File: src/hdl/ocsq_pkg.sv
package ocsq_pkg;

   // ***************************************************************
   // Command codes
   // ***************************************************************
   localparam logic [7:0] CMD_PIN_ROLE   = 8'hd3;
   localparam logic [7:0] CMD_GATING     = 8'hd4;
   localparam logic [7:0] CMD_RANKS      = 8'hd5;
   localparam logic [7:0] CMD_COND_MODE  = 8'hd6;
   localparam logic [7:0] CMD_FREQ_PHASE = 8'hd7;

   // ***************************************************************
   // Field positions
   // ***************************************************************
   localparam int PIN_ROLE_BIT   = 0;
   localparam int WAIT_GOOD_BIT  = 0;
   localparam int START_RANK_LSB = 0;
   localparam int STOP_RANK_LSB  = 2;
   localparam int CCM_BIT        = 0;
   localparam int SHARE_FLAG_BIT = 1;
   localparam int CLK_DIV_LSB    = 0;
   localparam int PHASE_LSB      = 2;

   // ***************************************************************
   // Values after reset
   // ***************************************************************
   localparam logic       PIN_ROLE_RST  = 1'h0;
   localparam logic       WAIT_GOOD_RST = 1'h0;
   localparam logic [3:0] RANKS_RST     = 4'h0;
   localparam logic       CCM_RST       = 1'h1;
   localparam logic [1:0] CLK_DIV_RST   = 2'h0;
   // Phase defaults of pages 3..0, five bits each: 00011, 00001, 00010, 00000.
   localparam logic [19:0] PHASE_RST_ALL = 20'h1_8440;

   // ***************************************************************
   // Sequencing and timing
   // ***************************************************************
   localparam logic [1:0] RANK_FIRST = 2'h0;
   localparam logic [1:0] RANK_LAST  = 2'h3;
   // Quarter oscillator steps per undivided switching period.
   localparam logic [5:0] STEPS_PER_PERIOD = 6'h04;
   localparam logic [4:0] STEPS_PER_HALF   = 5'h02;

   typedef enum logic [1:0] {
      SEQ_IDLE,
      SEQ_STARTING,
      SEQ_ON,
      SEQ_STOPPING
   } ocsq_state_t;

endpackage : ocsq_pkg

File: src/hdl/ocsq_sw_edge.sv
`timescale 1ns/1ps
module ocsq_sw_edge
   import ocsq_pkg::*;
(
   input  wire logic       sys_clk,    // System clock.
   input  wire logic       arst_n,     // Asynchronous reset, active low.
   input  wire logic       clk_en,     // Freezes state while low.
   input  wire logic [4:0] step_cnt,   // Free-running quarter-period step count.
   input  wire logic [1:0] clk_div,    // Divider code.
   input  wire logic [4:0] phase,      // Phase delay in quarter steps.
   input  wire logic       half_shift, // Adds half a switching period.
   output logic            edge_ff     // One-cycle switching edge.
);

   logic [5:0] period_m1;
   logic [4:0] half_steps;
   logic [4:0] offset;
   logic [4:0] diff;
   logic       hit;

   // ***************************************************************
   // Edge decode
   // ***************************************************************
   // The step count wraps at 32, a multiple of every period, so the masked
   // difference repeats cleanly.
   assign period_m1  = (STEPS_PER_PERIOD << clk_div) - 6'h01;
   assign half_steps = half_shift ? (STEPS_PER_HALF << clk_div) : 5'h00;
   assign offset     = phase + half_steps;
   assign diff       = step_cnt - offset;
   assign hit        = (diff & period_m1[4:0]) == 5'h00;

   always_ff @(posedge sys_clk or negedge arst_n)
   begin
      if (!arst_n)
         edge_ff <= 1'b0;
      else if (clk_en)
         edge_ff <= hit;
   end

endmodule : ocsq_sw_edge

File: src/hdl/ocsq_top.sv
// Summary of operation
// - Role bit picks soft-start input or good output.
// - Soft-start role uses pin current, ignores ramp.
// - Good role drives pin with own power-good.
// - Role and mode writes act only after reload.
// - Per-output settings selected by pages zero to three.
// - Global bit: later ranks wait previous power-good.
// - First start rank is never gated.
// - Stop rank bits 3:2, start rank 1:0.
// - Equal ranks start or stop together.
// - Bit 0 selects continuous or mixed conduction.
// - Share flag read-only, seen at master pages.
// - Paired pages; slave copies master, shifted half.
// - Divider code sets frequency divide by 1..8.
// - Phase field delays edge in quarter steps.
// - Phase resets per page to 0,2,1,3.
// - Detected pair sets master share flag.
// - Enable pin starts; release stops, aborting start.
`timescale 1ns/1ps
module ocsq_top
   import ocsq_pkg::*;
#(
   parameter int NUM_OUT = 4                       // Number of outputs, in pairs.
)
(
   input  wire logic                 sys_clk,            // System clock, 20 MHz.
   input  wire logic                 arst_n,             // Asynchronous reset, active low.
   input  wire logic                 clk_en,             // Freezes all state while low.
   input  wire logic                 cmd_valid,          // Command strobe.
   input  wire logic                 cmd_write,          // High for write, low for read.
   input  wire logic [7:0]           cmd_code,           // Command code.
   input  wire logic [7:0]           cmd_page,           // Selected page.
   input  wire logic [7:0]           cmd_wdata,          // Write data byte.
   output logic      [7:0]           rd_data_ff,         // Read data byte.
   output logic                      rd_valid_ff,        // Read data valid pulse.
   input  wire logic                 nvm_valid,          // Stored settings present.
   input  wire logic [NUM_OUT-1:0]   nvm_pin_role,       // Stored role bits.
   input  wire logic [NUM_OUT-1:0]   nvm_ccm,            // Stored conduction bits.
   input  wire logic [NUM_OUT*7-1:0] nvm_freq_phase,     // Stored frequency and phase.
   input  wire logic                 single_enable_mode, // Enable pin drives sequencing.
   input  wire logic                 first_enable_pin,   // Sequence enable pin.
   input  wire logic [NUM_OUT-1:0]   power_good,         // Per-output power-good.
   input  wire logic [NUM_OUT/2-1:0] share_detect,       // Per-pair sharing detected.
   output logic      [NUM_OUT-1:0]   rail_en_ff,         // Per-output regulator enable.
   output logic      [NUM_OUT-1:0]   ss_current_en_ff,   // Soft-start current source on.
   output logic      [NUM_OUT-1:0]   good_indicator_out, // Dual pin output value.
   output logic      [NUM_OUT-1:0]   good_indicator_oe,  // Dual pin output enable.
   output logic      [NUM_OUT-1:0]   ccm_active_ff,      // Continuous conduction active.
   output logic      [NUM_OUT-1:0]   sw_edge             // Per-output switching edge.
);

   localparam int SW = NUM_OUT + 1 + NUM_OUT / 2;

   // ***************************************************************
   // Input synchronisers
   // ***************************************************************
   logic [SW-1:0]        sync1_ff;
   logic [SW-1:0]        sync2_ff;
   logic [NUM_OUT-1:0]   pg_s;
   logic                 en_s;
   logic [NUM_OUT/2-1:0] share_s;

   always_ff @(posedge sys_clk or negedge arst_n)
   begin
      if (!arst_n)
      begin
         sync1_ff <= '0;
         sync2_ff <= '0;
      end
      else if (clk_en)
      begin
         sync1_ff <= {share_detect, first_enable_pin, power_good};
         sync2_ff <= sync1_ff;
      end
   end

   assign pg_s    = sync2_ff[NUM_OUT-1:0];
   assign en_s    = sync2_ff[NUM_OUT];
   assign share_s = sync2_ff[SW-1:NUM_OUT+1];

   // ***************************************************************
   // Command decode
   // ***************************************************************
   logic       load_done_ff;
   logic       load_now;
   logic       wr_go;
   logic       rd_go;
   logic [1:0] pidx;
   logic       page_in_range;
   logic       slave_page;
   logic       page_ok;
   logic       wr_gating;
   logic       wr_role_any;

   assign load_now      = !load_done_ff;
   assign wr_go         = cmd_valid && cmd_write && load_done_ff;
   assign rd_go         = cmd_valid && !cmd_write;
   assign pidx          = cmd_page[1:0];
   assign page_in_range = cmd_page < 8'(NUM_OUT);
   assign slave_page    = pidx[0] && share_s[pidx[1]];
   assign page_ok       = page_in_range && !slave_page;
   assign wr_gating     = wr_go && (cmd_code == CMD_GATING);
   assign wr_role_any   = wr_go && (cmd_code == CMD_PIN_ROLE);

   // Settings from storage are taken once, on the first enabled edge
   // after reset, never from the ports under reset itself.
   always_ff @(posedge sys_clk or negedge arst_n)
   begin
      if (!arst_n)
         load_done_ff <= 1'b0;
      else if (clk_en)
         load_done_ff <= 1'b1;
   end

   // ***************************************************************
   // Global start gating register
   // ***************************************************************
   logic gate_ignore_ff;

   always_ff @(posedge sys_clk or negedge arst_n)
   begin
      if (!arst_n)
         gate_ignore_ff <= WAIT_GOOD_RST;
      else if (clk_en && wr_gating)
         gate_ignore_ff <= cmd_wdata[WAIT_GOOD_BIT];
   end

   // ***************************************************************
   // Per-output settings
   // ***************************************************************
   logic              role_sh_ff [NUM_OUT];
   logic              role_act_ff[NUM_OUT];
   logic              ccm_sh_ff  [NUM_OUT];
   logic              ccm_act_ff [NUM_OUT];
   logic [6:0]        fp_sh_ff   [NUM_OUT];
   logic [6:0]        fp_act_ff  [NUM_OUT];
   logic [3:0]        rank_ff    [NUM_OUT];
   logic [1:0]        src_idx    [NUM_OUT];
   logic [NUM_OUT-1:0] eff_role;
   logic [NUM_OUT-1:0] eff_ccm;
   logic [NUM_OUT-1:0] slave_on;
   logic [NUM_OUT-1:0] start_hit;
   logic [NUM_OUT-1:0] prev_hit;
   logic [NUM_OUT-1:0] stop_hit;
   logic [NUM_OUT-1:0] wr_sel;
   logic [1:0]         rank_ff_cnt;
   logic [4:0]         step_ff;

   genvar i;
   generate
      for (i = 0; i < NUM_OUT; i++)
      begin : g_out
         assign slave_on[i]  = (i % 2 == 1) && share_s[i/2];
         assign src_idx[i]   = slave_on[i] ? 2'(i - 1) : 2'(i);
         assign eff_role[i]  = role_act_ff[src_idx[i]];
         assign eff_ccm[i]   = ccm_act_ff[src_idx[i]];
         assign wr_sel[i]    = wr_go && page_ok && (pidx == 2'(i));
         assign start_hit[i] = rank_ff[src_idx[i]][START_RANK_LSB +: 2] == rank_ff_cnt;
         assign prev_hit[i]  = rank_ff[src_idx[i]][START_RANK_LSB +: 2]
                               == (rank_ff_cnt - 2'h1);
         assign stop_hit[i]  = rank_ff[src_idx[i]][STOP_RANK_LSB +: 2] == rank_ff_cnt;

         always_ff @(posedge sys_clk or negedge arst_n)
         begin
            if (!arst_n)
            begin
               role_sh_ff[i]  <= PIN_ROLE_RST;
               role_act_ff[i] <= PIN_ROLE_RST;
               ccm_sh_ff[i]   <= CCM_RST;
               ccm_act_ff[i]  <= CCM_RST;
               fp_sh_ff[i]    <= {PHASE_RST_ALL[i*5 +: 5], CLK_DIV_RST};
               fp_act_ff[i]   <= {PHASE_RST_ALL[i*5 +: 5], CLK_DIV_RST};
            end
            else if (clk_en && load_now && nvm_valid)
            begin
               role_sh_ff[i]  <= nvm_pin_role[i];
               role_act_ff[i] <= nvm_pin_role[i];
               ccm_sh_ff[i]   <= nvm_ccm[i];
               ccm_act_ff[i]  <= nvm_ccm[i];
               fp_sh_ff[i]    <= nvm_freq_phase[i*7 +: 7];
               fp_act_ff[i]   <= nvm_freq_phase[i*7 +: 7];
            end
            else if (clk_en && wr_sel[i])
            begin
               if (cmd_code == CMD_PIN_ROLE)
                  role_sh_ff[i] <= cmd_wdata[PIN_ROLE_BIT];
               if (cmd_code == CMD_COND_MODE)
                  ccm_sh_ff[i] <= cmd_wdata[CCM_BIT];
               if (cmd_code == CMD_FREQ_PHASE)
                  fp_sh_ff[i] <= cmd_wdata[6:0];
            end
         end

         always_ff @(posedge sys_clk or negedge arst_n)
         begin
            if (!arst_n)
               rank_ff[i] <= RANKS_RST;
            else if (clk_en && wr_sel[i] && cmd_code == CMD_RANKS)
               rank_ff[i] <= cmd_wdata[3:0];
         end

         ocsq_sw_edge u_edge (
            .sys_clk    (sys_clk),
            .arst_n     (arst_n),
            .clk_en     (clk_en),
            .step_cnt   (step_ff),
            .clk_div    (fp_act_ff[src_idx[i]][CLK_DIV_LSB +: 2]),
            .phase      (fp_act_ff[src_idx[i]][PHASE_LSB +: 5]),
            .half_shift (slave_on[i]),
            .edge_ff    (sw_edge[i])
         );
      end
   endgenerate

   // ***************************************************************
   // Quarter-period step counter
   // ***************************************************************
   // Each enabled system clock stands for one quarter oscillator period.
   // quarter-step phase base
   always_ff @(posedge sys_clk or negedge arst_n)
   begin
      if (!arst_n)
         step_ff <= 5'h00;
      else if (clk_en)
         step_ff <= step_ff + 5'h01;
   end

   // ***************************************************************
   // Dual-role pins and conduction mode
   // ***************************************************************
   always_ff @(posedge sys_clk or negedge arst_n)
   begin
      if (!arst_n)
      begin
         good_indicator_out <= '0;
         good_indicator_oe  <= '0;
         ss_current_en_ff   <= '0;
         ccm_active_ff      <= '0;
      end
      else if (clk_en)
      begin
         good_indicator_oe  <= eff_role;
         good_indicator_out <= pg_s & eff_role;
         ss_current_en_ff   <= ~eff_role;
         ccm_active_ff      <= eff_ccm;
      end
   end

   // ***************************************************************
   // Sequencer
   // ***************************************************************
   ocsq_state_t state_ff;
   ocsq_state_t nxt_state;
   logic [1:0]  nxt_rank;
   logic [NUM_OUT-1:0] nxt_rail;
   logic        run_req;
   logic        gate_ok;

   assign run_req = single_enable_mode && en_s;
   assign gate_ok = (rank_ff_cnt == RANK_FIRST) || gate_ignore_ff
                    || ((pg_s | ~prev_hit) == '1);

   always_comb
   begin
      nxt_state = state_ff;
      nxt_rank  = rank_ff_cnt;
      nxt_rail  = rail_en_ff;
      case (state_ff)
         SEQ_IDLE:
            if (run_req)
            begin
               nxt_state = SEQ_STARTING;
               nxt_rank  = RANK_FIRST;
            end
         SEQ_STARTING:
            if (!run_req)
            begin
               nxt_state = SEQ_STOPPING;
               nxt_rank  = RANK_FIRST;
            end
            else if (gate_ok)
            begin
               nxt_rail = rail_en_ff | start_hit;
               if (rank_ff_cnt == RANK_LAST)
                  nxt_state = SEQ_ON;
               else
                  nxt_rank = rank_ff_cnt + 2'h1;
            end
         SEQ_ON:
            if (!run_req)
            begin
               nxt_state = SEQ_STOPPING;
               nxt_rank  = RANK_FIRST;
            end
         SEQ_STOPPING:
         begin
            nxt_rail = rail_en_ff & ~stop_hit;
            if (rank_ff_cnt == RANK_LAST)
               nxt_state = SEQ_IDLE;
            else
               nxt_rank = rank_ff_cnt + 2'h1;
         end
         default:
            nxt_state = SEQ_IDLE;
      endcase
   end

   always_ff @(posedge sys_clk or negedge arst_n)
   begin
      if (!arst_n)
      begin
         state_ff    <= SEQ_IDLE;
         rank_ff_cnt <= RANK_FIRST;
         rail_en_ff  <= '0;
      end
      else if (clk_en)
      begin
         state_ff    <= nxt_state;
         rank_ff_cnt <= nxt_rank;
         rail_en_ff  <= nxt_rail;
      end
   end

   // ***************************************************************
   // Read-back
   // ***************************************************************
   logic [7:0] rd_word;
   logic       share_flag;

   assign share_flag = !pidx[0] && share_s[pidx[1]];

   always_comb
   begin
      rd_word = 8'h00;
      if (cmd_code == CMD_GATING)
         rd_word = {7'h00, gate_ignore_ff};
      else if (!page_ok)
         rd_word = 8'h00;
      else if (cmd_code == CMD_PIN_ROLE)
         rd_word = {7'h00, role_sh_ff[pidx]};
      else if (cmd_code == CMD_RANKS)
         rd_word = {4'h0, rank_ff[pidx]};
      else if (cmd_code == CMD_COND_MODE)
         rd_word = {6'h00, share_flag, ccm_sh_ff[pidx]};
      else if (cmd_code == CMD_FREQ_PHASE)
         rd_word = {1'b0, fp_sh_ff[pidx]};
   end

   always_ff @(posedge sys_clk or negedge arst_n)
   begin
      if (!arst_n)
      begin
         rd_data_ff  <= 8'h00;
         rd_valid_ff <= 1'b0;
      end
      else if (clk_en)
      begin
         rd_valid_ff <= rd_go;
         if (rd_go)
            rd_data_ff <= rd_word;
      end
   end
endmodule : ocsq_top

File: config.mk
export PLATFORM = sky130hd
export DESIGN_NAME = ocsq_top
export DESIGN_NICKNAME = d
export VERILOG_FILES = /design/src/hdl/ocsq_pkg.sv /design/src/hdl/ocsq_sw_edge.sv /design/src/hdl/ocsq_top.sv
export SDC_FILE = /design/constraint.sdc
export NUM_CORES = 1
export LEC_CHECK = 0
export BUFFER_PORTS_ARGS = -buffer_cell sky130_fd_sc_hd__buf_2
export CAP_MARGIN = 40
export CORE_AREA = 3 3 139 141
export CTS_CLUSTER_SIZE = 10
export DETAILED_ROUTE_END_ITERATION = 7
export DIE_AREA = 0 0 142 144
export HOLD_SLACK_MARGIN = 0.08
export PLACE_DENSITY_LB_ADDON = 0.12
export SETUP_SLACK_MARGIN = 0.5
export SYNTH_ARGS = -nofsm -noshare
export SYNTH_HDL_FRONTEND = slang
export SYNTH_SLANG_ARGS = --single-unit
File: constraint.sdc
create_clock -name sys_clk -period 6.7 [get_ports sys_clk]
set_clock_uncertainty 0.1 [all_clocks]
set_input_delay 0.67 -clock sys_clk [delete_from_list [all_inputs] [get_ports sys_clk]]
set_output_delay 0.67 -clock sys_clk [all_outputs]
set_load 0.03 [all_outputs]
# [Word-level counts from Yosys, hierarchy flattened]
# Cells that the tools add are included.
[totals] out_inout_bits=33 mem_bits_rw=0 ff_bits=146 memories=0 inputBits=74 romBits=0 word_cells=268 latchBits=0
[classes] order_cmp=5 bitwise_logic=14 eq_ne=32 n_mul=0 shifts=6 reduce_logical=61 div=0 n_mux=91 addsub=13
[ops] cell="$mux W7" count=21
[ops] cell="$bmux W7 S2" count=3
[ops] cell="$eq A8 B8 Y1 const B" count=5
[ops] cell="$mux W1" count=34
[ops] cell="$mux W4" count=8
[ops] cell="$reduce_and A2 Y1" count=13
[ops] cell="$bmux W4 S2" count=3
[ops] cell="$eq A2 B2 Y1" count=12
[ops] cell="$logic_and A1 B1 Y1" count=24
[ops] cell="$mux W2" count=11
[ops] cell="$and A5 B5 Y5" count=4
[ops] cell="$logic_not A5 Y1" count=4
[ops] cell="$shl A3 B2 Y5 const A" count=4
[ops] cell="$sub A5 B1 Y5 const B" count=4
[ops] cell="$sub A5 B5 Y5" count=4
[ops] cell="$pmux W2 S4" count=2
[ops] cell="$reduce_bool A2 Y1" count=8
[ops] cell="$bmux W1 S2" count=6
[ops] cell="$not A4 Y4" count=3
[ops] cell="$add A5 B5 Y5" count=2
[ops] cell="$eq A2 B2 Y1 const B" count=5
[ops] cell="$mux W5" count=2
[ops] cell="$ne A2 B2 Y1 const B" count=5
[ops] cell="$shl A2 B2 Y5 const A" count=2
[ops] cell="other kinds (19)" count=33

# [Longest topological paths before layout]
# Gate-level depths: netlist (run 1).
[depth] ltp_word=13 ltp_mapped=14 ltp_nobuf=12

# [Hierarchy]
# A second synthesis (run 1) with hierarchy kept.
[hier_totals] hier_cells=828 hier_area_um2=8229.1
[modules_own_cells] mod="ocsq_top" area_each_um2=6952.9 seq_area_each_um2=3548.4 cells_each=676 instances=1
[modules_own_cells] mod="ocsq_sw_edge" area_each_um2=319.1 seq_area_each_um2=25.0 cells_each=38 instances=4

# [Worst setup path before layout (run 1)]
# Ideal clock, no wire load.
[synth_timing] path_kind="reg-to-reg" start="register sync2_ff[5]" end="register g_out[1].u_edge.edge_ff" path_buffers=2 required_ps=6522 setup_ps=78 path_stages_with_launch=15 arrival_ps=3217 path_slack_ps=3306 period_less_slack_ps=3394 path_cell_list="dfrtp_1 buf_1 clkbuf_1 mux2_2 ha_1 inv_1 ha_1 nor2_1 fa_1 nor2b_1 o21a_1 or3_1 a21oi_1 and3b_1 o2bb2ai_1"
[synth_via] elab_chain_len=11 elab_cells_between_ends=13 cone_classes="add/sub: 3; shift: 2; mux: 5; bitwise: 2; reduce/logical: 1"
[synth_rtl] element="start, declared" line_no="ocsq_top.sv:58" source="logic [SW-1:0] sync2_ff;"
[synth_rtl] element="start signal, assigned" line_no="ocsq_top.sv:73" source="sync2_ff <= sync1_ff;"
[synth_rtl] element="$mux W1" line_no="ocsq_top.sv:154" source="assign src_idx[i] = slave_on[i] ? 2'(i - 1) : 2'(i);"
[synth_rtl] element="$not A1 Y3 (implied by the code)" line_no="ocsq_top.sv:207, ocsq_top.sv:208"
[synth_rtl] element="$bmux W7 S2" line_no="ocsq_top.sv:207, ocsq_top.sv:208"
[synth_rtl] element="$mux W7 (implied by the code) (2 in a row)" line_no="ocsq_top.sv:208" source=".phase (fp_act_ff[src_idx[i]][PHASE_LSB +: 5]),"
[synth_rtl] element="$shl A2 B2 Y5" line_no="ocsq_sw_edge.sv:27" source="assign half_steps = half_shift ? (STEPS_PER_HALF << clk_div) : 5'h00;"
[synth_rtl] element="$mux W5" line_no="ocsq_sw_edge.sv:27"
[synth_rtl] element="$add A5 B5 Y5" line_no="ocsq_sw_edge.sv:28" source="assign offset = phase + half_steps;"
[synth_rtl] element="$sub A5 B5 Y5" line_no="ocsq_sw_edge.sv:29" source="assign diff = step_cnt - offset;"
[synth_rtl] element="$and A5 B5 Y5 (*)" line_no="ocsq_sw_edge.sv:30" source="assign hit = (diff & period_m1[4:0]) == 5'h00;"
[synth_rtl] element="$logic_not A5 Y1 (*)" line_no="ocsq_sw_edge.sv:30"
[synth_rtl] element="end signal, assigned" line_no="ocsq_sw_edge.sv:37" source="edge_ff <= hit;"
[synth_rtl] element="end, declared" line_no="ocsq_sw_edge.sv:12" source="output logic edge_ff"
# Every way passes the cells marked *; elsewhere a longest branch is shown, timed or not. The select of a mux whose other input is x is not followed.
# A chain may end at the register's enable or synchronous reset.

# [Final worst setup path (run 1)]
[layout_timing] start="register sync2_ff[6]" end="register g_out[3].u_edge.edge_ff"
[layout_via] elab_chain_len=11 elab_cells_between_ends=13 cone_classes="add/sub: 3; shift: 2; mux: 5; bitwise: 2; reduce/logical: 1"
[layout_rtl] element="$mux W1" line_no="ocsq_top.sv:154"
[layout_rtl] element="$not A2 Y3 (implied by the code)" line_no="ocsq_top.sv:207, ocsq_top.sv:208"
[layout_rtl] element="$bmux W7 S2" line_no="ocsq_top.sv:207, ocsq_top.sv:208"
[layout_rtl] element="$mux W7 (implied by the code) (2 in a row)" line_no="ocsq_top.sv:208"
[layout_rtl] element="$shl A2 B2 Y5" line_no="ocsq_sw_edge.sv:27"
[layout_rtl] element="$mux W5" line_no="ocsq_sw_edge.sv:27"
[layout_rtl] element="$add A5 B5 Y5" line_no="ocsq_sw_edge.sv:28"
[layout_rtl] element="$sub A5 B5 Y5" line_no="ocsq_sw_edge.sv:29"
[layout_rtl] element="$and A5 B5 Y5 (*)" line_no="ocsq_sw_edge.sv:30"
[layout_rtl] element="$logic_not A5 Y1 (*)" line_no="ocsq_sw_edge.sv:30"
[layout_rtl] element="end signal, assigned" line_no="ocsq_sw_edge.sv:37"
[layout_rtl] element="end, declared" line_no="ocsq_sw_edge.sv:12"
# Marks and branches as above.

==> metrics.yaml, run 1 <==
status:
  status: "complete, no violations"
power:
  sw_frac_of_total_pct: 33.9
  irDropWorstVdd_mv: 0.201
  power_frac_seq_pct: 36.1
  combPwrFrac_pct: 30.9
  finalPower_uw: 3050
  clkPwrFrac_pct: 33.0
  p_sw_uw: 1030
  power_density_nw_per_um2: 324
  internal_power_uw: 2020
  p_leak_uw: 0.00436
sta:
  setup_viol: 0
  fin_crit_ps: 3150
  max_slew_margin_pct: 43.6
  tightest_slew_ps: 847
  finalHoldViolations: 0
  tns_ps: 0
  fmax_mhz: 317
  finalWorstSetupSlack_ps: 3550
  period_share_pct: 47.0
  rsz0062_at_grt: "false"
  drv_slew: 0
die:
  rows: 49
  start_util_pct: 44.7
  fp.dieH_um: 144
  io_pins: 107
  die_area_sq_um: 20400
  die-width_um: 142
  coreArea_sq_um: 18100
clocking:
  numCtsBuffers: 17
  clk_latency_ps: 420
  root_buffer: "clkbuf_16"
  cts_resized: 0
  cts_setup_buffers: 0
  cts.sinks: 145
  cts_buffer_depth: 2
  htree_levels: 4
  cts_hold_buf: 0
  cts_tree: "yes"
  path_clk_slew_ps: 60
critical_path:
  cp-end-kind: "register"
  r2r_start: "sync2_ff[6]"
  arrival_ps: 3360
  crit_path_start_kind: "register"
  r2r_slack_ps: 3550
  required_ps: 6910
  path_class: "reg -> reg"
  timing.critical_path.fanout_max: 21
  crit_start: "sync2_ff[6]"
synthesis:
  synthMuxAreaShare_pct: 12.3
  yosysMostFrequentCell: "nand2_1"
  synthFlopType: "dfrtp_1"
  yosys-top-cells-count: "168 x nand2_1, 129 x dfrtp_1, 56 x a21oi_1, 56 x o21ai_0, 43 x mux2_2"
  synth.largest_area_cell: "dfrtp_1"
  syn_area_sq_um: 8080
  yosys_warnings: 0
  synth_top_family_by_area: "simple AND/OR/NAND/NOR gates"
  synth_nets: 924
  async_flop_share_pct: 100
  ys_types: 65
  synthXorXnorAreaFrac_pct: 4.01
  synth-simple-area-share_pct: 16.0
  synthAdderAreaFrac_pct: 6.13
  yosysSeqAreaShare_pct: 45.1
  synth_compound_area_share_pct: 12.3
  synth.avg_cell_area_sq_um: 9.93
  synthCells: 814
  ys_ff_latch: 145
  synth.top_cells.by_area: "dfrtp_1 40%, nand2_1 7.8%, mux2_2 6.0%"
  synth-edff-count: 0
  synth_top_area_share_pct: 39.9
grt:
  grt_max_degree: 71
  antenna_found_initial: 0
  grt_first_pass_wirelength_um: 33500
  grt-ovfl-total: 0
  grtUsageTotal_pct: 21.1
  grt_pass1_vias: 6167
place:
  dp_worst_setup_slack_ps: 3530
  place_hpwl_um: 15600
  io_buffers: 104
  gp_congestion: 0.853
worst_hold_path:
  hold_class: "in -> async"
flow_run:
  max_cap_violations: 0
routing:
  via_count: 6239
  wl_per_cell_um: 18.3
  wl_um: 21000
  drtAntennaViolNets: 0
  initialDrtViolationCount: 471
  drc_errors: 0
  viasPerCell: 5.45
  firstDrtPassIters: 5
final_layout:
  finalNetCount: 1013
  areaGrowthSynthToFinish_pct: 16.6
  num_antenna_cells: 0
  drive_gt1_share_pct: 25.2
## cell families after synthesis
family / Yosys count
simple gates: 274
compound gates: 166
flops: 145
buf+inv: 78
mux: 77
xor+xnor: 37
fa+ha+maj: 36
other cells: 1
## power groups by stage
stage / clock network (uW) / registers [uW] / logic (uW)
3_3_place_gp: 0 / 1110 / 911
5_1_grt: 1060 / 1120 / 1080
6_report: 1010 / 1100 / 942
2_1_floorplan: 0 / 1110 / 713
4_1_cts: 1030 / 1100 / 949
3_5_place_dp: 0 / 1120 / 941
## metal layers
layer	routed length (um)	vias to the layer above	global-route usage, %
li1	-	3003	-
met1	10300	3012	31.5
met2	9340	197	31.5
met3	1020	27	3.77
met4	403	0	6.52
met5	0	-	0
## sequential cells by signal, summed over array words and instances (netlist names), 5 cells and up
signal,count
fp_act_ff,28
sync2_ff,7
sync1_ff,7
step_ff,5
fp_sh_ff,28
rd_data_ff,7
rank_ff,16
## worst max-delay path, stage by stage (launching register included)
cell and delay (ps):
dfrtp_1 320, buf_4 290, mux2_2 400, ha_1 300, inv_1 70, ha_1 140, nor2_1 60, fa_1 390
inv_1 70, a21o_1 100, a21oi_1 70, xnor2_1 240, mux2i_1 120, o41ai_1 340
## cell usage in the layout (no fill, tap or decap), types with 4 or more instances in the layout
cell type,count
buf_4,9
o31ai_1,7
mux2_2,43
nand2_1,168
xnor2_1,28
o21a_1,5
a21oi_1,56
nor3_1,10
dfstp_2,16
ha_1,30
nand3_1,16
nand2b_1,8
nor2_1,20
o21ai_0,56
o2bb2ai_1,15
inv_1,31
or3_1,4
clkbuf_16,17
o21ai_1,4
nor2_4,4
xor2_1,9
nor3b_1,5
dfrtp_1,129
inv_6,4
buf_2,103
mux4_2,13
and3b_1,4
and2_1,7
mux2i_1,20
nor2b_1,7
fa_1,6
## worst paths after layout
kind,cells after the start,endpoint
max,13,g_out[3].u_edge.edge_ff
min,1,fp_act_ff[11]
max reg2reg,13,g_out[3].u_edge.edge_ff
min reg2reg,2,ccm_act_ff[0]
max in group asynchronous,3,ccm_act_ff[2]
min in group sys_clk,3,fp_act_ff[4]
## stage by stage
step / hold WS (ps) / utilization (%) / instances / instance area [sq um]
finish: 156 / 52.1 / 1145 / 9430
global route: 188 / 52.1 / 1145 / 9430
CTS: 169 / 52.1 / 1145 / 9430
detailed placement: 350 / 48.6 / 1113 / 8800
global placement: 351 / 48.4 / 1109 / 8750
floorplan: 274 / - / 814 / 8080
## area by class of cell
class	instances	area (sq um)
repair buffers	114	622
well taps	229	287
flip-flops and latches	145	3650
multi-input cells	591	4110
clock buffers	19	453
clock inverters	13	174
inverters	34	128
fillers	1618	8660
No activity file was read; power rests on OpenSTA's default activity.
==> inputs of run 2 (changes only) <==
==> constraint.sdc (replaced) <==
create_clock -name sys_clk -period 3.3 [get_ports sys_clk]
set_clock_uncertainty 0.1 [all_clocks]
set_input_delay 0.33 -clock sys_clk [delete_from_list [all_inputs] [get_ports sys_clk]]
set_output_delay 0.33 -clock sys_clk [all_outputs]
set_load 0.03 [all_outputs]
==> metrics.yaml, run 2 (same netlist as run 1, synthesis figures left out) <==
flow_run:
  max_cap_violations: 0  # unchanged
sta:
  rsz0062_at_grt: "true"
  tightest_slew_ps: 876  # +29.2 ps
  setup_viol: 0  # unchanged
  finalHoldViolations: 0  # unchanged
  period_share_pct: 84.1  # +37 points
  drv_slew: 0  # unchanged
  tns_ps: 0  # unchanged
  fmax_mhz: 361  # +14%
  max_slew_margin_pct: 41.6  # -1.9 points
  fin_crit_ps: 2770  # -376 ps
routing:
  wl_um: 22500  # +7.1%
  drtAntennaViolNets: 0  # unchanged
  drc_errors: 0  # unchanged
  firstDrtPassIters: 5  # unchanged
  initialDrtViolationCount: 323  # -31%
  wl_per_cell_um: 18.7  # +2.1%
  viasPerCell: 5.47  # +0.33%
  via_count: 6566  # +5.2%
critical_path:
  crit_path_start_kind: "register"
  worstReg2RegEnd: "g_out[1].u_edge.edge_ff"
  arrival_ps: 3010  # -350 ps
  timing.critical_path.fanout_max: 7  # -67%
  required_ps: 3540  # -3370 ps
  r2r_start: "sync2_ff[5]"
  cp-end-kind: "register"
  r2r_slack_ps: 530  # -3020 ps
  r2r_cells: 12  # -1
  path_class: "reg -> reg"
grt:
  antenna_found_initial: 0  # unchanged
  grtUsageTotal_pct: 22.5  # +1.4 points
  grt-ovfl-total: 0  # unchanged
  grt_pass1_vias: 6679  # +8.3%
  grt_max_degree: 87  # +23%
  grt_first_pass_wirelength_um: 35800  # +6.9%
clocking:
  cts_buffer_depth: 2  # unchanged
  root_buffer: "clkbuf_16"
  numCtsBuffers: 17  # unchanged
  cts_tree: "yes"
  clk_latency_ps: 410  # about the same
  path_clk_slew_ps: 50  # about the same
  cts.sinks: 145  # unchanged
  htree_levels: 4  # unchanged
worst_hold_path:
  hold_start: "nvm_freq_phase[5]"
  hold_end: "fp_act_ff[26]"
  hold_class: "in -> reg"
  holdPathStages: 3
final_layout:
  fillers: 1571  # -2.9%
  reg_top3: "fp_act_ff: 28 flops, fp_sh_ff: 28 flops, rank_ff: 16 flops"
  final_common_cell: "nand2_1"
  num_antenna_cells: 0  # unchanged
  finalNetCount: 1069  # +5.5%
  drive_gt1_share_pct: 28.3  # +3.1 points
  areaGrowthSynthToFinish_pct: 25.2
  finalInstanceArea_sq_um: 10100  # +7.4%
  final_cell_mix: "168 x nand2_1, 125 x dfrtp_1, 104 x buf_2"
power:
  power_density_nw_per_um2: 665  # +110%
  clkPwrFrac_pct: 31.9  # -1.1 points
  p_sw_uw: 2210  # +110%
  internal_power_uw: 4530  # +120%
  p_leak_uw: 0.00463  # +6.1%
  irDropWorstVdd_mv: 0.363  # +81%
  power_frac_seq_pct: 33.3  # -2.8 points
  sw_frac_of_total_pct: 32.7  # -1.1 points
  combPwrFrac_pct: 34.8  # +3.9 points
die:
  io_pins: 107  # unchanged
  fp.dieH_um: 144  # unchanged
  start_util_pct: 44.7  # unchanged
  rows: 49  # unchanged
  coreArea_sq_um: 18100  # unchanged
  die_area_sq_um: 20400  # unchanged
  die-width_um: 142  # unchanged
place:
  dpl_cell_area_sq_um: 8950  # +1.7%
  gp_congestion: 0.881  # +3.2%
  place_hpwl_um: 16400  # +4.9%
  io_buffers: 104  # unchanged
status:
  status: "complete, no violations"
-- run 2: changes by cell type in the layout (fill, tap and decap cells not counted), moves of 3 or more --
cell and change:
dlygate4sd3_1 +37, buf_4 +18, ha_1 -7, ha_4 +6, dfrtp_1 -4, dfrtp_2 +4
inv_6 -4, clkbuf_1 +3, clkinv_4 -3
-- run 2: layout make-up --
cell class / count / area (sq um) / area share, %
inverters: 34 / 129 / 1.27
multi-input cells: 591 / 4270 / 42.2
repair buffers: 170 / 1120 / 11.1
flip-flops and latches: 145 / 3650 / 36.1
clock inverters: 9 / 180 / 1.78
clock buffers: 23 / 478 / 4.72
well taps: 229 / 287 / 2.83
-- run 2: power groups by stage --
stage / clock [uW] / combinational (uW) / sequential (uW)
after CTS: 2190 / 2220 / 2250
after global routing: 2270 / 2600 / 2280
final: 2140 / 2340 / 2250
after global placement: 0 / 2010 / 2270
after floorplan: 0 / 1620 / 2260
after detailed placement: 0 / 2120 / 2280
-- run 2: how the worst max path moves through the flow --
stage / from / endpoint / slack, ps / depth (start not counted)
2_1_floorplan: sync2_ff[5] / g_out[1].u_edge.edge_ff / 370 / 14
3_3_place_gp: sync2_ff[6] / g_out[3].u_edge.edge_ff / 250 / 12
3_5_place_dp: sync2_ff[6] / g_out[3].u_edge.edge_ff / 200 / 12
4_1_cts: sync2_ff[6] / g_out[3].u_edge.edge_ff / 490 / 12
5_1_grt: sync2_ff[5] / g_out[1].u_edge.edge_ff / 410 / 12
6_report: sync2_ff[5] / g_out[1].u_edge.edge_ff / 530 / 12
-- run 2: what timing repair did --
action                                 4_1_cts  5_1_grt
buffers inserted                             4        8
endpoints found under the hold margin       92        0
resized for setup                            6        8
hold buffers                                37        0
setup endpoints to repair                    3        7
cloned                                       0        0
pin swaps                                    4        8
-- run 2: per-stage QoR --
stage | utilization (%) | total power, uW | instances | hold WS (ps) | setup slack, ps
global placement | 49.5 | 4290 | 1120 | 272 | 245
detailed placement | 49.5 | 4400 | 1120 | 273 | 202
global route | 56.0 | 7140 | 1201 | 84.7 | 411
finish | 56.0 | 6730 | 1201 | 98.4 | 526
CTS | 55.5 | 6660 | 1193 | 82.7 | 489
floorplan | - | 3870 | 814 | -65.6 | 371
-- run 2: routing by layer --
metal  routed length, um  track usage [%]  part of all wire, %  vias to the layer above
met2               11400             38.1                   51                      166
met1                9590             29.3                   43                     3244
met5                   0                0                    0                        -
met3                 889             3.90                  4.0                       39
met4                 616             7.98                  2.7                        0
li1                    -                -                    -                     3117
-- run 2: worst max-delay path: stages (launching register included) --
cell	delay (ps)
dfrtp_2	470
mux2_4	330
ha_4	270
inv_2	40
ha_4	160
nor2_4	110
fa_2	230
nor2b_2	50
o21a_1	190
or3_4	340
a21oi_2	110
and3b_1	190
o2bb2ai_2	100
==> inputs of run 3 (changes only) <==
==> constraint.sdc (replaced) <==
create_clock -name sys_clk -period 2.36 [get_ports sys_clk]
set_clock_uncertainty 0.1 [all_clocks]
set_input_delay 0.236 -clock sys_clk [delete_from_list [all_inputs] [get_ports sys_clk]]
set_output_delay 0.236 -clock sys_clk [all_outputs]
set_load 0.03 [all_outputs]
==> metrics.yaml, run 3 (same netlist as run 1, synthesis figures left out) <==
die:
  die-width_um: 142  # unchanged
  die_area_sq_um: 20400  # unchanged
  rows: 49  # unchanged
  io_pins: 107  # unchanged
  coreArea_sq_um: 18100  # unchanged
  start_util_pct: 44.7  # unchanged
  fp.dieH_um: 144  # unchanged
sta:
  rsz0062_at_grt: "true"
  period_share_pct: 118  # +34 points
  tightest_slew_ps: 549  # -327 ps
  finalWorstSetupSlack_ps: -434  # -960 ps
  fin_crit_ps: 2790  # +20.2 ps
  drv_slew: 0  # unchanged
  setup_viol: 7  # +7
  tns_ps: -832  # -832 ps
  fmax_mhz: 358  # -0.72%
  hold_ws_ps: 99.4  # +1.05 ps
  max_slew_margin_pct: 63.3  # +22 points
  finalHoldViolations: 0  # unchanged
power:
  power_density_nw_per_um2: 876  # +32%
  irDropWorstVdd_mv: 0.606  # +67%
  finalPower_uw: 9960  # +48%
  p_leak_uw: 0.00508  # +9.8%
critical_path:
  timing.critical_path.fanout_max: 6  # -1
  required_ps: 2580  # -960 ps
  r2r_cells: 13  # +1
  arrival_ps: 3010  # about the same
  path_class: "reg -> reg"
  cp-end-kind: "register"
  crit_path_start_kind: "register"
routing:
  firstDrtPassIters: 5  # unchanged
  via_count: 7016  # +6.9%
  wl_per_cell_um: 19.8  # +5.7%
  drtAntennaViolNets: 0  # unchanged
  drc_errors: 0  # unchanged
  wl_um: 25000  # +11%
  initialDrtViolationCount: 408  # +26%
  viasPerCell: 5.55  # +1.4%
grt:
  antenna_found_initial: 0  # unchanged
  grt-ovfl-total: 0  # unchanged
  grt_first_pass_wirelength_um: 39400  # +9.8%
  grtUsageTotal_pct: 24.9  # +2.4 points
  grt_pass1_vias: 6993  # +4.7%
  grt_max_degree: 64  # -26%
clocking:
  cts_buffer_depth: 2  # unchanged
  numCtsBuffers: 17  # unchanged
  cts_tree: "yes"
  root_buffer: "clkbuf_16"
  htree_levels: 4  # unchanged
  cts.sinks: 145  # unchanged
  path_clk_slew_ps: 60  # about the same
  clk_latency_ps: 430  # +20 ps
final_layout:
  final_common_cell: "nand2_1"
  finalInstanceArea_sq_um: 11400  # +12%
  drive_gt1_share_pct: 41.6  # +13 points
  finalNetCount: 1133  # +6.0%
  fillers: 1419  # -9.7%
  final_cell_mix: "149 x nand2_1, 124 x dfrtp_1, 104 x buf_2"
  reg_top3: "fp_act_ff: 28 flops, fp_sh_ff: 28 flops, rank_ff: 16 flops"
  num_antenna_cells: 0  # unchanged
  fin_cells: 1265  # +5.3%
  areaGrowthSynthToFinish_pct: 40.6
worst_hold_path:
  hold_class: "in -> reg"
  holdPathStages: 2  # -1
place:
  dpl_cell_area_sq_um: 9390  # +4.9%
  place_inst: 1156  # +3.2%
  io_buffers: 104  # unchanged
  gp_congestion: 0.934  # +6.0%
  place_hpwl_um: 17700  # +8.1%
flow_run:
  max_cap_violations: 0  # unchanged
status:
  violations: "setup timing"
  status: "finished with violations"
run 3: critical path: stages (launching register included):
cell     delay (ps)
dfrtp_2         460
mux2_4          330
ha_4            290
inv_2            40
ha_4            160
nor2_4           80
fa_2            220
inv_2            40
a21o_1          170
a21oi_4         140
xnor2_2         150
buf_4           150
nor4b_2          40
o41ai_1         330
run 3: final timing paths:
check                         startpoint                      end  slack [ps]
max reg2reg                  sync2_ff[6]  g_out[3].u_edge.edge_ff        -430
max                          sync2_ff[6]  g_out[3].u_edge.edge_ff        -430
min reg2reg                ccm_act_ff[0]            ccm_act_ff[0]         360
min in group asynchronous         arst_n  g_out[3].u_edge.edge_ff         150
min                         cmd_wdata[1]               rank_ff[5]         100
max in group asynchronous         arst_n            ccm_act_ff[3]        1300
run 3: routing by layer:
metal  vias to the layer above  track usage, %  routed length, um
li1                       3251               -                  -
met1                      3481            34.8              11400
met2                       230            40.5              11900
met3                        54            3.37               1150
met4                         0            8.03                671
met5                         -               0                  0
run 3: per-stage QoR:
stage | setup WS, ps | utilization, %
floorplan | -569 | -
global placement | -396 | 51.9
detailed placement | -503 | 51.9
CTS | -423 | 61.3
global route | -581 | 62.8
finish | -434 | 62.8
run 3: final cells by class:
class	instances	area [sq um]	share of cell area (%)
clock buffer	19	443	3.90
clock inverter	13	103	0.903
inverter	34	145	1.28
multi-input combinational	591	4950	43.6
sequential	145	3650	32.2
tap	229	287	2.52
timing repair buffer	234	1780	15.7
run 3: repair_timing:
action	CTS	global route
gates resized for setup	146	52
hold endpoints to repair	220	0
buffers inserted	19	6
hold buffers	48	0
endpoints found under the setup margin	71	72
cloned	4	0
pin swaps	36	25
run 3: report_power, final:
| part | switching (uW) | leakage (uW) | internal, uW |
|---|---|---|---|
| clock | 1150 | 0.000261 | 1390 |
| combinational | 2110 | 0.00299 | 2200 |
| sequential | 302 | 0.00182 | 2800 |
